### config.mk
export PLATFORM = sky130hd
export DESIGN_NAME = fer_est_regs
export DESIGN_NICKNAME = d
export VERILOG_FILES = /design/src/shared/fer_pkg.sv /design/src/fer_peak_track.sv /design/src/fer_est_regs.sv
export SDC_FILE = /design/constraint.sdc
export NUM_CORES = 2
export LEC_CHECK = 0
export BUFFER_PORTS_ARGS = -buffer_cell sky130_fd_sc_hd__clkbuf_2
export CORE_UTILIZATION = 32
export DETAILED_ROUTE_END_ITERATION = 6
export GPL_ROUTABILITY_DRIVEN = 0
export PLACE_DENSITY_LB_ADDON = 0.3
export SLEW_MARGIN = 20
export SYNTH_ARGS = -nofsm -noshare
export SYNTH_HDL_FRONTEND = slang
export SYNTH_SLANG_ARGS = --single-unit
### constraint.sdc
create_clock -name ref_clk_i -period 54.6 [get_ports ref_clk_i]
set_input_delay 2.73 -clock ref_clk_i [delete_from_list [all_inputs] [get_ports ref_clk_i]]
set_output_delay 2.73 -clock ref_clk_i [all_outputs]
set_load 0.02 [all_outputs]
### src/shared/fer_pkg.sv
// Package with the register map, field positions, reset values and arithmetic constants of the estimator window.
package fer_pkg;

  localparam int FER_ADDR_W = 16;
  localparam int FER_DATA_W = 8;
  localparam int FER_WORD_W = 16;

  // Byte addresses; a 16-bit register puts its high byte here and its low byte one above.
  localparam logic [15:0] FER_SPEED_LIMIT_ADDR = 16'h406F;
  localparam logic [15:0] FER_ANGLE_ADDR       = 16'h40CE;
  localparam logic [15:0] FER_BEMF_ALPHA_ADDR  = 16'h40D0;
  localparam logic [15:0] FER_BEMF_BETA_ADDR   = 16'h40D2;
  localparam logic [15:0] FER_SPEED_ADDR       = 16'h40D4;
  localparam logic [15:0] FER_QOVF_ADDR        = 16'h40D6;
  localparam logic [15:0] FER_POWER_ADDR       = 16'h40D8;
  localparam logic [15:0] FER_PEAK_A_ADDR      = 16'h40DA;
  localparam logic [15:0] FER_PEAK_B_ADDR      = 16'h40DC;
  localparam logic [15:0] FER_PEAK_C_ADDR      = 16'h40DE;
  localparam logic [15:0] FER_CTRL_ADDR        = 16'h40E0;
  localparam logic [15:0] FER_HOLD_ADDR        = 16'h40E2;

  // Control register fields.
  localparam int FER_CTRL_HOLD_SEL_BIT = 0;
  localparam int FER_CTRL_PEAK_CLR_BIT = 1;

  // Reset values.
  localparam logic [7:0]  FER_SPEED_LIMIT_RST = 8'h7F;
  localparam logic [7:0]  FER_BYTE_RST        = 8'h00;
  localparam logic [15:0] FER_WORD_RST        = 16'h0000;
  localparam logic [31:0] FER_ACC_RST         = 32'h0000_0000;

  // Speed filter factor is k divided by 2 to the 15th.
  localparam int FER_FILT_SHIFT = 15;

  // Frequency-generator period used when the filtered speed is zero.
  localparam logic [15:0] FER_PERIOD_SAT = 16'hFFFF;

endpackage

### src/fer_peak_track.sv
// Peak tracker that records the largest sampled current of one phase.
`timescale 1ns/1ps
`default_nettype none

module fer_peak_track (
  input  wire logic               ref_clk_i,
  input  wire logic               rst_i,
  input  wire logic               sample_i,
  input  wire logic signed [15:0] current_i,
  input  wire logic               clear_i,
  output var  logic        [15:0] peak_o
);
  import fer_pkg::*;

  logic signed [15:0] peak_reg;
  logic signed [15:0] peak_base;
  logic signed [15:0] peak_next;

  // A sample in the cycle of a clear is compared against zero, so it is not lost.
  assign peak_base = clear_i ? $signed(FER_WORD_RST) : peak_reg;
  assign peak_next = (sample_i && (current_i > peak_base)) ? current_i : peak_base;

  always_ff @(posedge ref_clk_i or posedge rst_i) begin
    if (rst_i) begin
      peak_reg <= FER_WORD_RST;
    end else begin
      peak_reg <= peak_next;
    end
  end

  assign peak_o = peak_reg;

endmodule

`default_nettype wire

### src/fer_est_regs.sv
// Estimator output register window: angle, back-EMF, speed clamp and filter, frequency generator, power, peaks.
`timescale 1ns/1ps
`default_nettype none

module fer_est_regs (
  input  wire logic                           ref_clk_i,
  input  wire logic                           rst_i,
  input  wire logic [fer_pkg::FER_ADDR_W-1:0] reg_addr_i,
  input  wire logic [fer_pkg::FER_DATA_W-1:0] reg_wdata_i,
  input  wire logic                           reg_wr_i,
  input  wire logic                           reg_rd_i,
  output var  logic [fer_pkg::FER_DATA_W-1:0] reg_rdata_o,
  input  wire logic                           pwm_cycle_i,
  input  wire logic [fer_pkg::FER_WORD_W-1:0] est_angle_i,
  input  wire logic [fer_pkg::FER_WORD_W-1:0] bemf_alpha_i,
  input  wire logic [fer_pkg::FER_WORD_W-1:0] bemf_beta_i,
  input  wire logic [fer_pkg::FER_WORD_W-1:0] raw_speed_i,
  input  wire logic [fer_pkg::FER_WORD_W-1:0] q_axis_controller_output_i,
  input  wire logic [fer_pkg::FER_WORD_W-1:0] q_axis_output_limit_i,
  input  wire logic [fer_pkg::FER_WORD_W-1:0] motor_power_i,
  input  wire logic [fer_pkg::FER_WORD_W-1:0] phase_a_current_i,
  input  wire logic [fer_pkg::FER_WORD_W-1:0] phase_b_current_i,
  input  wire logic [fer_pkg::FER_WORD_W-1:0] phase_c_current_i,
  output var  logic [fer_pkg::FER_WORD_W-1:0] start_angle_o,
  output var  logic                           start_angle_load_o,
  output var  logic [fer_pkg::FER_WORD_W-1:0] filtered_speed_o,
  output var  logic [fer_pkg::FER_WORD_W-1:0] output_timer_reload_o,
  output var  logic [fer_pkg::FER_WORD_W-1:0] output_timer_compare_o,
  output var  logic                           output_timer_update_o
);
  import fer_pkg::*;

  // True when a byte address falls on either byte of the 16-bit register at base.
  function automatic logic word_hit(input logic [15:0] addr, input logic [15:0] base);
    word_hit = (addr[15:1] == base[15:1]);
  endfunction

  // Picks the high byte on the even address and the low byte on the odd one.
  function automatic logic [7:0] byte_of(input logic [15:0] value, input logic low_sel);
    byte_of = low_sel ? value[7:0] : value[15:8];
  endfunction

  // Register state.
  logic [7:0]         speed_limit_reg;
  logic [15:0]        estimator_angle_reg;
  logic [7:0]         angle_stage_reg;
  logic [15:0]        bemf_alpha_estimate_reg;
  logic [15:0]        bemf_beta_estimate_reg;
  logic [15:0]        estimator_speed_reg;
  logic [15:0]        q_axis_overflow_reg;
  logic [15:0]        tach_output_coeff_reg;
  logic [15:0]        motor_power_reg;
  logic [7:0]         speed_filter_coeff_reg;
  logic               limit_hold_select_reg;
  logic [15:0]        hold_speed_value_reg;
  logic signed [31:0] filt_acc_reg;
  logic [7:0]         rdata_reg;
  logic [15:0]        start_angle_reg;
  logic               start_angle_load_reg;
  logic [15:0]        timer_reload_reg;
  logic [15:0]        timer_compare_reg;
  logic               timer_update_reg;

  // Address decode.
  logic low_sel;
  logic wr_limit;
  logic wr_angle;
  logic wr_speed;
  logic wr_coeff;
  logic wr_filt;
  logic wr_ctrl;
  logic wr_hold;

  assign low_sel  = reg_addr_i[0];
  assign wr_limit = reg_wr_i && (reg_addr_i == FER_SPEED_LIMIT_ADDR);
  assign wr_angle = reg_wr_i && word_hit(reg_addr_i, FER_ANGLE_ADDR);
  assign wr_speed = reg_wr_i && word_hit(reg_addr_i, FER_SPEED_ADDR);
  assign wr_coeff = reg_wr_i && word_hit(reg_addr_i, FER_QOVF_ADDR);
  assign wr_filt  = reg_wr_i && (reg_addr_i == FER_POWER_ADDR);
  assign wr_ctrl  = reg_wr_i && (reg_addr_i == FER_CTRL_ADDR);
  assign wr_hold  = reg_wr_i && word_hit(reg_addr_i, FER_HOLD_ADDR);

  // Peak clear is a write of one to the clear bit; the bit itself is not stored.
  logic peak_clear;
  assign peak_clear = wr_ctrl && reg_wdata_i[FER_CTRL_PEAK_CLR_BIT];

  // Speed clamp on the raw estimator speed.
  logic signed [7:0] speed_high;
  logic signed [7:0] limit_signed;
  logic              limit_enabled;
  logic              speed_over;
  logic [15:0]       limited_output_speed;

  assign speed_high    = $signed(raw_speed_i[15:8]);
  assign limit_signed  = $signed({1'b0, speed_limit_reg[6:0]});
  assign limit_enabled = ~speed_limit_reg[7];
  assign speed_over    = limit_enabled && (speed_high > limit_signed);
  assign limited_output_speed = !speed_over ? raw_speed_i :
                                limit_hold_select_reg ? hold_speed_value_reg :
                                {speed_limit_reg, 8'h00};

  // Speed low-pass filter kept at 15 fractional bits so that small factors still make progress.
  logic signed [31:0] filt_target;
  logic signed [32:0] filt_err;
  logic signed [41:0] filt_prod;
  logic signed [31:0] filt_step;
  logic signed [31:0] filt_acc_next;
  logic        [15:0] filtered_speed;

  assign filt_target   = $signed({estimator_speed_reg[15], estimator_speed_reg, 15'h0000});
  assign filt_err      = $signed({filt_target[31], filt_target}) - $signed({filt_acc_reg[31], filt_acc_reg});
  assign filt_prod     = filt_err * $signed({1'b0, speed_filter_coeff_reg});
  assign filt_step     = {{5{filt_prod[41]}}, filt_prod[41:FER_FILT_SHIFT]};
  assign filt_acc_next = filt_acc_reg + filt_step;
  assign filtered_speed = filt_acc_reg[30:15];

  // Frequency-generator period: coefficient over the filtered speed magnitude.
  logic [15:0] speed_mag;
  logic [15:0] fg_period;
  logic        fg_enabled;

  assign speed_mag  = filtered_speed[15] ? 16'(-filtered_speed) : filtered_speed;
  assign fg_period  = (speed_mag == FER_WORD_RST) ? FER_PERIOD_SAT : 16'(tach_output_coeff_reg / speed_mag);
  assign fg_enabled = pwm_cycle_i && (tach_output_coeff_reg != FER_WORD_RST);

  // Overflow of the q-axis controller, saturated so a wide swing does not wrap its sign.
  logic signed [16:0] qovf_diff;
  logic        [15:0] qovf_sat;

  assign qovf_diff = $signed({q_axis_controller_output_i[15], q_axis_controller_output_i})
                   - $signed({q_axis_output_limit_i[15], q_axis_output_limit_i});
  assign qovf_sat  = (qovf_diff[16] == qovf_diff[15]) ? qovf_diff[15:0] :
                     (qovf_diff[16] ? 16'h8000 : 16'h7FFF);

  // Peak trackers, one per phase.
  logic [15:0] phase_current [3];
  logic [15:0] phase_peak    [3];

  assign phase_current[0] = phase_a_current_i;
  assign phase_current[1] = phase_b_current_i;
  assign phase_current[2] = phase_c_current_i;

  generate
    for (genvar ph = 0; ph < 3; ph++) begin : g_peak
      fer_peak_track u_peak (
        .ref_clk_i (ref_clk_i),
        .rst_i     (rst_i),
        .sample_i  (pwm_cycle_i),
        .current_i ($signed(phase_current[ph])),
        .clear_i   (peak_clear),
        .peak_o    (phase_peak[ph])
      );
    end
  endgenerate

  // Read selection; unmapped addresses read as zero, and write-only halves read the estimator word at the same address.
  logic [7:0] ctrl_read;
  logic [7:0] rdata_next;

  assign ctrl_read  = {7'h00, limit_hold_select_reg};
  assign rdata_next = !reg_rd_i ? FER_BYTE_RST :
    (reg_addr_i == FER_SPEED_LIMIT_ADDR)       ? speed_limit_reg :
    word_hit(reg_addr_i, FER_ANGLE_ADDR)       ? byte_of(estimator_angle_reg, low_sel) :
    word_hit(reg_addr_i, FER_BEMF_ALPHA_ADDR)  ? byte_of(bemf_alpha_estimate_reg, low_sel) :
    word_hit(reg_addr_i, FER_BEMF_BETA_ADDR)   ? byte_of(bemf_beta_estimate_reg, low_sel) :
    word_hit(reg_addr_i, FER_SPEED_ADDR)       ? byte_of(estimator_speed_reg, low_sel) :
    word_hit(reg_addr_i, FER_QOVF_ADDR)        ? byte_of(q_axis_overflow_reg, low_sel) :
    word_hit(reg_addr_i, FER_POWER_ADDR)       ? byte_of(motor_power_reg, low_sel) :
    word_hit(reg_addr_i, FER_PEAK_A_ADDR)      ? byte_of(phase_peak[0], low_sel) :
    word_hit(reg_addr_i, FER_PEAK_B_ADDR)      ? byte_of(phase_peak[1], low_sel) :
    word_hit(reg_addr_i, FER_PEAK_C_ADDR)      ? byte_of(phase_peak[2], low_sel) :
    (reg_addr_i == FER_CTRL_ADDR)              ? ctrl_read :
    word_hit(reg_addr_i, FER_HOLD_ADDR)        ? byte_of(hold_speed_value_reg, low_sel) :
    FER_BYTE_RST;

  // Software configuration registers.
  always_ff @(posedge ref_clk_i or posedge rst_i) begin
    if (rst_i) begin
      speed_limit_reg        <= FER_SPEED_LIMIT_RST;
      speed_filter_coeff_reg <= FER_BYTE_RST;
      limit_hold_select_reg  <= 1'b0;
    end else begin
      if (wr_limit) begin
        speed_limit_reg <= reg_wdata_i;
      end
      if (wr_filt) begin
        speed_filter_coeff_reg <= reg_wdata_i;
      end
      if (wr_ctrl) begin
        limit_hold_select_reg <= reg_wdata_i[FER_CTRL_HOLD_SEL_BIT];
      end
    end
  end

  // Sixteen-bit software words written one byte at a time, high byte at the even address.
  always_ff @(posedge ref_clk_i or posedge rst_i) begin
    if (rst_i) begin
      tach_output_coeff_reg <= FER_WORD_RST;
      hold_speed_value_reg  <= FER_WORD_RST;
    end else begin
      if (wr_coeff && !low_sel) begin
        tach_output_coeff_reg[15:8] <= reg_wdata_i;
      end
      if (wr_coeff && low_sel) begin
        tach_output_coeff_reg[7:0] <= reg_wdata_i;
      end
      if (wr_hold && !low_sel) begin
        hold_speed_value_reg[15:8] <= reg_wdata_i;
      end
      if (wr_hold && low_sel) begin
        hold_speed_value_reg[7:0] <= reg_wdata_i;
      end
    end
  end

  // Start angle: the high byte waits in a stage until the low byte completes the word.
  // Writing the low byte alone reuses the last staged high byte.
  always_ff @(posedge ref_clk_i or posedge rst_i) begin
    if (rst_i) begin
      angle_stage_reg      <= FER_BYTE_RST;
      start_angle_reg      <= FER_WORD_RST;
      start_angle_load_reg <= 1'b0;
    end else begin
      start_angle_load_reg <= wr_angle && low_sel;
      if (wr_angle && !low_sel) begin
        angle_stage_reg <= reg_wdata_i;
      end
      if (wr_angle && low_sel) begin
        start_angle_reg <= {angle_stage_reg, reg_wdata_i};
      end
    end
  end

  // Estimator results captured once per PWM cycle so both bytes of a word stay consistent within a cycle.
  always_ff @(posedge ref_clk_i or posedge rst_i) begin
    if (rst_i) begin
      estimator_angle_reg     <= FER_WORD_RST;
      bemf_alpha_estimate_reg <= FER_WORD_RST;
      bemf_beta_estimate_reg  <= FER_WORD_RST;
      motor_power_reg         <= FER_WORD_RST;
      q_axis_overflow_reg     <= FER_WORD_RST;
    end else if (pwm_cycle_i) begin
      estimator_angle_reg     <= est_angle_i;
      bemf_alpha_estimate_reg <= bemf_alpha_i;
      bemf_beta_estimate_reg  <= bemf_beta_i;
      motor_power_reg         <= motor_power_i;
      q_axis_overflow_reg     <= qovf_sat;
    end
  end

  // Output speed: the PWM update wins over a software write in the same cycle.
  always_ff @(posedge ref_clk_i or posedge rst_i) begin
    if (rst_i) begin
      estimator_speed_reg <= FER_WORD_RST;
    end else if (pwm_cycle_i) begin
      estimator_speed_reg <= limited_output_speed;
    end else if (wr_speed && !low_sel) begin
      estimator_speed_reg[15:8] <= reg_wdata_i;
    end else if (wr_speed && low_sel) begin
      estimator_speed_reg[7:0] <= reg_wdata_i;
    end
  end

  // Speed filter state.
  always_ff @(posedge ref_clk_i or posedge rst_i) begin
    if (rst_i) begin
      filt_acc_reg <= FER_ACC_RST;
    end else if (pwm_cycle_i) begin
      filt_acc_reg <= filt_acc_next;
    end
  end

  // Frequency-generator timer loads.
  always_ff @(posedge ref_clk_i or posedge rst_i) begin
    if (rst_i) begin
      timer_reload_reg  <= FER_WORD_RST;
      timer_compare_reg <= FER_WORD_RST;
      timer_update_reg  <= 1'b0;
    end else begin
      timer_update_reg <= fg_enabled;
      if (fg_enabled) begin
        timer_reload_reg  <= fg_period;
        timer_compare_reg <= {1'b0, fg_period[15:1]};
      end
    end
  end

  // Read data stand only in the cycle after the strobe.
  always_ff @(posedge ref_clk_i or posedge rst_i) begin
    if (rst_i) begin
      rdata_reg <= FER_BYTE_RST;
    end else begin
      rdata_reg <= rdata_next;
    end
  end

  // Filtered speed is registered once more so the output port comes straight from a flip-flop.
  logic [15:0] filtered_speed_reg;

  always_ff @(posedge ref_clk_i or posedge rst_i) begin
    if (rst_i) begin
      filtered_speed_reg <= FER_WORD_RST;
    end else begin
      filtered_speed_reg <= filtered_speed;
    end
  end

  assign reg_rdata_o            = rdata_reg;
  assign start_angle_o          = start_angle_reg;
  assign start_angle_load_o     = start_angle_load_reg;
  assign filtered_speed_o       = filtered_speed_reg;
  assign output_timer_reload_o  = timer_reload_reg;
  assign output_timer_compare_o = timer_compare_reg;
  assign output_timer_update_o  = timer_update_reg;

endmodule

`default_nettype wire

After elaboration in Yosys (flattened, before gate mapping)
Index checks and enable logic that the tools add are counted.

Divide/modulo/power cells: 1. $lt $le $gt $ge: 4. Shifts and indexed selects: 0. Equality and inequality tests: 15. $add $sub $neg: 4. Bitwise operators: 1. Multiplexer cells: 39. Multipliers: 1. Reductions and logical operators: 27.

Operator list (count): $mux W16 (13); $mux W8 (26); $eq A15 B14 Y1 const B (10); $eq A16 B15 Y1 const B (3); $gt A16 B16 Y1 (3); $mul A33 B9 Y42 (1); $sub A31 B32 Y33 (1); $add A32 B27 Y32 (1); $logic_and A1 B1 Y1 (21); $sub A16 B16 Y17 (1); $div A16 B16 Y16 (1); $logic_not A16 Y1 (1); $neg A16 Y16 (1); $reduce_bool A16 Y1 (1); $gt A8 B8 Y1 (1); $reduce_bool A2 Y1 (2); $ne A2 B2 Y1 const B (1); $reduce_and A2 Y1 (1); $eq A1 B1 Y1 (1); $logic_not A1 Y1 (1); $not A1 Y1 (1).

Memory bits (writable): 0. Bits in registers: 306. Output and inout port bits: 74. Bits in latches: 0. Memory bits (read-only): 0. Memories: 0.

Longest topological paths before layout
Word-level depth: 14. Depth in mapped cells: 174. Depth with buffers taken out: 164.

Cells and area by module
From an unflattened synthesis, not the netlist that was laid out.

Cells, all modules: 3721. Area, all modules: 33423.3 um^2.

Modules (own cells, without submodules): fer_est_regs (sequential area each 6089.6 um^2, cells each 3391, times used 1, area each 30048.8 um^2); fer_peak_track (sequential area each 400.4 um^2, cells each 110, times used 3, area each 1124.8 um^2).

Least setup slack after synthesis
OpenSTA, ideal clock, no wires.

Path kind: reg-to-reg. Start point: register filt_acc_reg[15]. End point: register timer_reload_reg[0] (netlist: output_timer_reload_o[0]). Period minus slack after synthesis: 34488 ps. Data required time: 54481 ps. Arrival: 34370 ps. Slack: 20112 ps. Cell stages (with the launch flop): 170. Cell sequence: dfrtp_1 > inv_1 > ha_1 > nand2b_1 > or4_4 > o31ai_4 > xnor2_1 > nand4_2 > buf_6 > nor2_1 > a21boi_0 > ha_1 > o21a_1 > nor2_1 > or3_1 > or4_1 > nand2_1 > ha_1 > (+134 left out) > a21oi_1 > a32oi_1 > clkbuf_1 > o21ai_0 > ha_1 > a21o_1 > a21o_1 > a21o_1 > a21o_1 > a21o_1 > a21o_1 > a21o_1 > a21o_1 > a21o_1 > a21o_1 > a21oi_1 > o21ai_0 > o21a_1.

Longest elaborated chain between the ends: 4.

Ends and longest elaborated chain: from (decl) (RTL line fer_est_regs.sv:56) `logic signed [31:0] filt_acc_reg;`; from (signal assigned) (RTL line fer_est_regs.sv:269) `filt_acc_reg <= filt_acc_next;`; $neg A16 Y16 (RTL line fer_est_regs.sv:122) `assign speed_mag = filtered_speed[15] ? 16'(-filtered_speed) : filtered_speed;`; $mux W16 * (RTL line fer_est_regs.sv:122); $div A16 B16 Y16 or $logic_not A16 Y1 (tied branches) (RTL line fer_est_regs.sv:123) `assign fg_period = (speed_mag == FER_WORD_RST) ? FER_PERIOD_SAT : 16'(tach_output_coeff_reg / speed_mag);`; $mux W16 * (RTL line fer_est_regs.sv:123); to (signal assigned) (RTL line fer_est_regs.sv:282) `timer_reload_reg <= fg_period;`; to (decl) (RTL line fer_est_regs.sv:60) `logic [15:0] timer_reload_reg;`.

Mark *: on every way between the ends. The rest lies on a longest branch, timed or not. A chain may end at the register's enable or synchronous reset.

Worst setup path in the final report
Same ends and word-level chain as after synthesis.

==> key figures <==
STA
  • Remaining max-slew budget at the tightest pin: 28.6%
  • Sum Neg Setup Slack: 0 ns
  • Unrepaired setup endpoints after global routing: no
  • Final hold viol count: 0
  • Maximum clock frequency: 0.0258 GHz
  • Final critical-path required period: 38.74 ns
  • Post-route fraction of the period consumed by the critical path: 70.9%
  • Final Max Tran Viols: 0
  • Transition time at the pin with the least slew margin: 1.06 ns
  • Largest clock skew in the final design: 0.0341 ns
  • Setup Viol. Count Final: 0

Global routing
  • Overflow left after global routing: 0
  • Number of global-route vias before repair: 26500
  • Wire length of the first global-routing pass: 154 mm
  • Antenna violations before repair: 7
  • Largest net degree at the start of global routing: 161
  • Gr usage total: 19.1%

Yosys
  • Proportion of synthesized flip-flops having asynchronous set or reset: 100%
  • Ranking of synthesized cells by area: sky130_fd_sc_hd__dfrtp_1, sky130_fd_sc_hd__ha_1, sky130_fd_sc_hd__fa_1
  • Number of distinct library cells after synthesis: 99
  • Seq cells post-synth: 291
  • Most frequent cell after synthesis: sky130_fd_sc_hd__inv_1
  • Synthesized instance count: 3655
  • Top_reg_cell synth: sky130_fd_sc_hd__dfrtp_1
  • Average footprint of a synthesized cell: 8.82 sq um
  • Post-synth top area share: 22.0%
  • Yosys warnings: 0
  • EDFF count, synth: 0
  • Commonest cells in the synthesized netlist: sky130_fd_sc_hd__inv_1, sky130_fd_sc_hd__nand2_1, sky130_fd_sc_hd__ha_1, sky130_fd_sc_hd__dfrtp_1, sky130_fd_sc_hd__fa_1
  • Post-synthesis net count: 4387
  • Mapped Area: 32200 sq um
  • Cell type contributing the most total cell area after synthesis: sky130_fd_sc_hd__dfrtp_1
  • Portion of the post-synthesis area used by sequential elements: 22.6%

Worst setup path
  • Most Frequent Cell on Critical Path: sky130_fd_sc_hd__o21a_1
  • CP Capture Type: register
  • CP arrival: 39.20 ns
  • Kind of start point of the critical path: register
  • CP max FO: 18
  • Slowest Stage Delay on Critical Path: 0.85 ns
  • Setup Crit Path Kind: register to register
  • Worst path required time: 55.06 ns
  • Critical Path Slowest Stage Cell: sky130_fd_sc_hd__o31ai_1

Clocking
  • Hold buffer count at CTS: 0
  • Clk pin slew, worst setup/hold paths: 0.06 ns
  • Root Driver: sky130_fd_sc_hd__clkbuf_16
  • Number of H-tree levels: 2
  • Resized Gates After CTS: 0
  • Later-pin clock latency in the skew report: 0.57 ns
  • CTS tree: done
  • Number of buffers added by the clock tree synthesis step: 37
  • CTS sink count: 291
  • Number of setup buffers added after CTS: 0
  • Clock buffer depth: 3

Route
  • DR DRC count: 0
  • Mean routed wirelength per cell: 18.9 um
  • Vias: 26700
  • Post-detailed-routing wire length: 97.7 mm
  • Vias per Instance: 5.16
  • Total iterations of the first detailed-routing run: 5
  • Final ANT Viol Nets: 0
  • Iter 0 DRT Violations: 1795

Pwr
  • Power per unit of standard cell area: 25.6 nW/um^2
  • Post-layout power: 0.000926 W
  • Proportion of power drawn by combinational gates: 42.4%
  • Standby leakage power: 18.1 nW
  • Share of total power in sequential cells: 30.0%
  • Worst voltage drop across the vdd grid: 0.0000283 V
  • Net switching component of the power: 0.000372 W
  • Relative contribution of the clock network to total power: 27.6%
  • Switching share of total power: 40.2%
  • Cell internal power dissipation: 0.000554 W

Job
  • Maximum capacitance violations: 0

Finish
  • Area growth from synthesis to layout: 12.2%
  • Flip-flop count of the largest register, all copies and words added: 48
  • Proportion of layout cells with a drive suffix above 1: 15.8%
  • Cell area after layout: 36200 sq um
  • Final core utilization: 36.2%
  • Net count, final: 4583
  • Post-Layout Cell Count: 5178

Place
  • Post-DP HPWL: 77.3 mm
  • Port buffer count: 261
  • Count of placed standard cells including taps: 5109
  • Post-DP Area: 34900 sq um

Floorplanning
  • DIE HEIGHT: 319 um
  • Number of top-level pins: 263
  • Overall die area: 102000 sq um
  • Die width: 319 um
  • Effective utilization at floorplan: 32.2%
  • Site Rows: 116
  • Core footprint: 100000 sq um

Outcome
  • Outcome: finished clean

Min path
  • Worst min-delay path category: register to register
-- cells in the final DEF, fill, tap and decap left out, types with 21 or more instances in the layout --
cell,synthesis,layout
sky130_fd_sc_hd__inv_1,405,404
sky130_fd_sc_hd__nand2_1,383,382
sky130_fd_sc_hd__ha_1,338,338
sky130_fd_sc_hd__dfrtp_1,284,284
sky130_fd_sc_hd__clkbuf_2,5,259
sky130_fd_sc_hd__fa_1,205,205
sky130_fd_sc_hd__nor2_1,192,191
sky130_fd_sc_hd__o21ai_0,187,186
sky130_fd_sc_hd__mux2_2,182,182
sky130_fd_sc_hd__and2_1,163,163
sky130_fd_sc_hd__a21oi_1,159,159
sky130_fd_sc_hd__nor3_1,101,100
sky130_fd_sc_hd__mux2i_1,92,92
sky130_fd_sc_hd__xnor2_1,90,90
sky130_fd_sc_hd__o21a_1,82,82
sky130_fd_sc_hd__nand3_1,75,75
sky130_fd_sc_hd__a21o_1,56,56
sky130_fd_sc_hd__xor2_1,40,40
sky130_fd_sc_hd__clkbuf_16,0,39
sky130_fd_sc_hd__buf_4,19,39
sky130_fd_sc_hd__nor2b_1,38,38
sky130_fd_sc_hd__nand2b_1,38,38
sky130_fd_sc_hd__a211oi_1,27,27
sky130_fd_sc_hd__a21boi_0,24,24
sky130_fd_sc_hd__nand4_1,23,23
sky130_fd_sc_hd__or2_2,21,21
-- layer usage --
metal  track usage (%)  up-vias  wire (um)
met5                 0        -         32
met2              29.4      704      42800
met3              4.46      160       7010
met4              5.82        4       3190
li1                  -    13000          -
met1              26.3    12900      44700
-- path summary, 6_finish.rpt --
check | slack, ns | startpoint | cells after the start | to
setup reg to reg | 15.86 | filt_acc_reg[15] | 160 | output_timer_reload_o[0]
setup / recovery | 15.86 | filt_acc_reg[15] | 160 | output_timer_reload_o[0]
max in group asynchronous | 50.70 | rst_i | 3 | filtered_speed_o[7]
min in group asynchronous | 2.39 | rst_i | 2 | g_peak[2].u_peak.peak_o[2]
hold reg to reg | 0.45 | angle_stage_reg[4] | 2 | start_angle_o[12]
hold / removal | 0.45 | angle_stage_reg[4] | 2 | start_angle_o[12]
-- power by group through the flow --
stage                     combinational (W)  sequential [W]  clock (W)
after floorplan                    0.000277        0.000271          0
after global placement             0.000387        0.000281          0
after detailed placement           0.000389        0.000282          0
after CTS                          0.000391        0.000278   0.000261
after global routing               0.000439        0.000282   0.000270
final                              0.000393        0.000278   0.000256
-- cells by family (layout without fill, tap and decap cells) --
group                    after synthesis  in the layout  share of synthesized area (%)
flip-flops                           291            291                           22.6
buffers and inverters                552            774                           6.71
XOR/XNOR                             131            131                           3.58
other                                  1              4                         0.0116
adder cells (fa/ha/maj)              543            543                           25.8
multiplexers                         275            275                           9.25
AO/OA/AOI/OAI                        738            738                           15.0
AND/OR/NAND/NOR                     1124           1124                           17.0
-- critical path, delay by kind of cell (launching register included) --
family          cells  cell delay (ns)
xor+xnor            1             0.14
simple gates       22             6.69
fa+ha+maj          16             4.84
flops               1             0.52
compound gates    106            22.97
mux                 5             1.71
buf+inv            10             1.67
-- through the flow --
stage / setup slack [ns] / hold WS [ns]
after global placement: 17.48 / 0.448
final: 15.86 / 0.447
after floorplan: 20.11 / 0.408
after CTS: 16.33 / 0.451
after detailed placement: 16.46 / 0.455
after global routing: 12.59 / 0.473
-- area by class of cell --
cell class | count | area [sq um]
clock inverter | 18 | 169
antenna | 3 | 7.51
clock buffer | 47 | 1090
tap | 1298 | 1620
fill | 10200 | 63800
inverter | 408 | 1540
sequential | 291 | 7290
multi-input combinational | 2812 | 22800
timing repair buffer | 301 | 1630
Note: power is estimated with default switching activity, not from simulation.
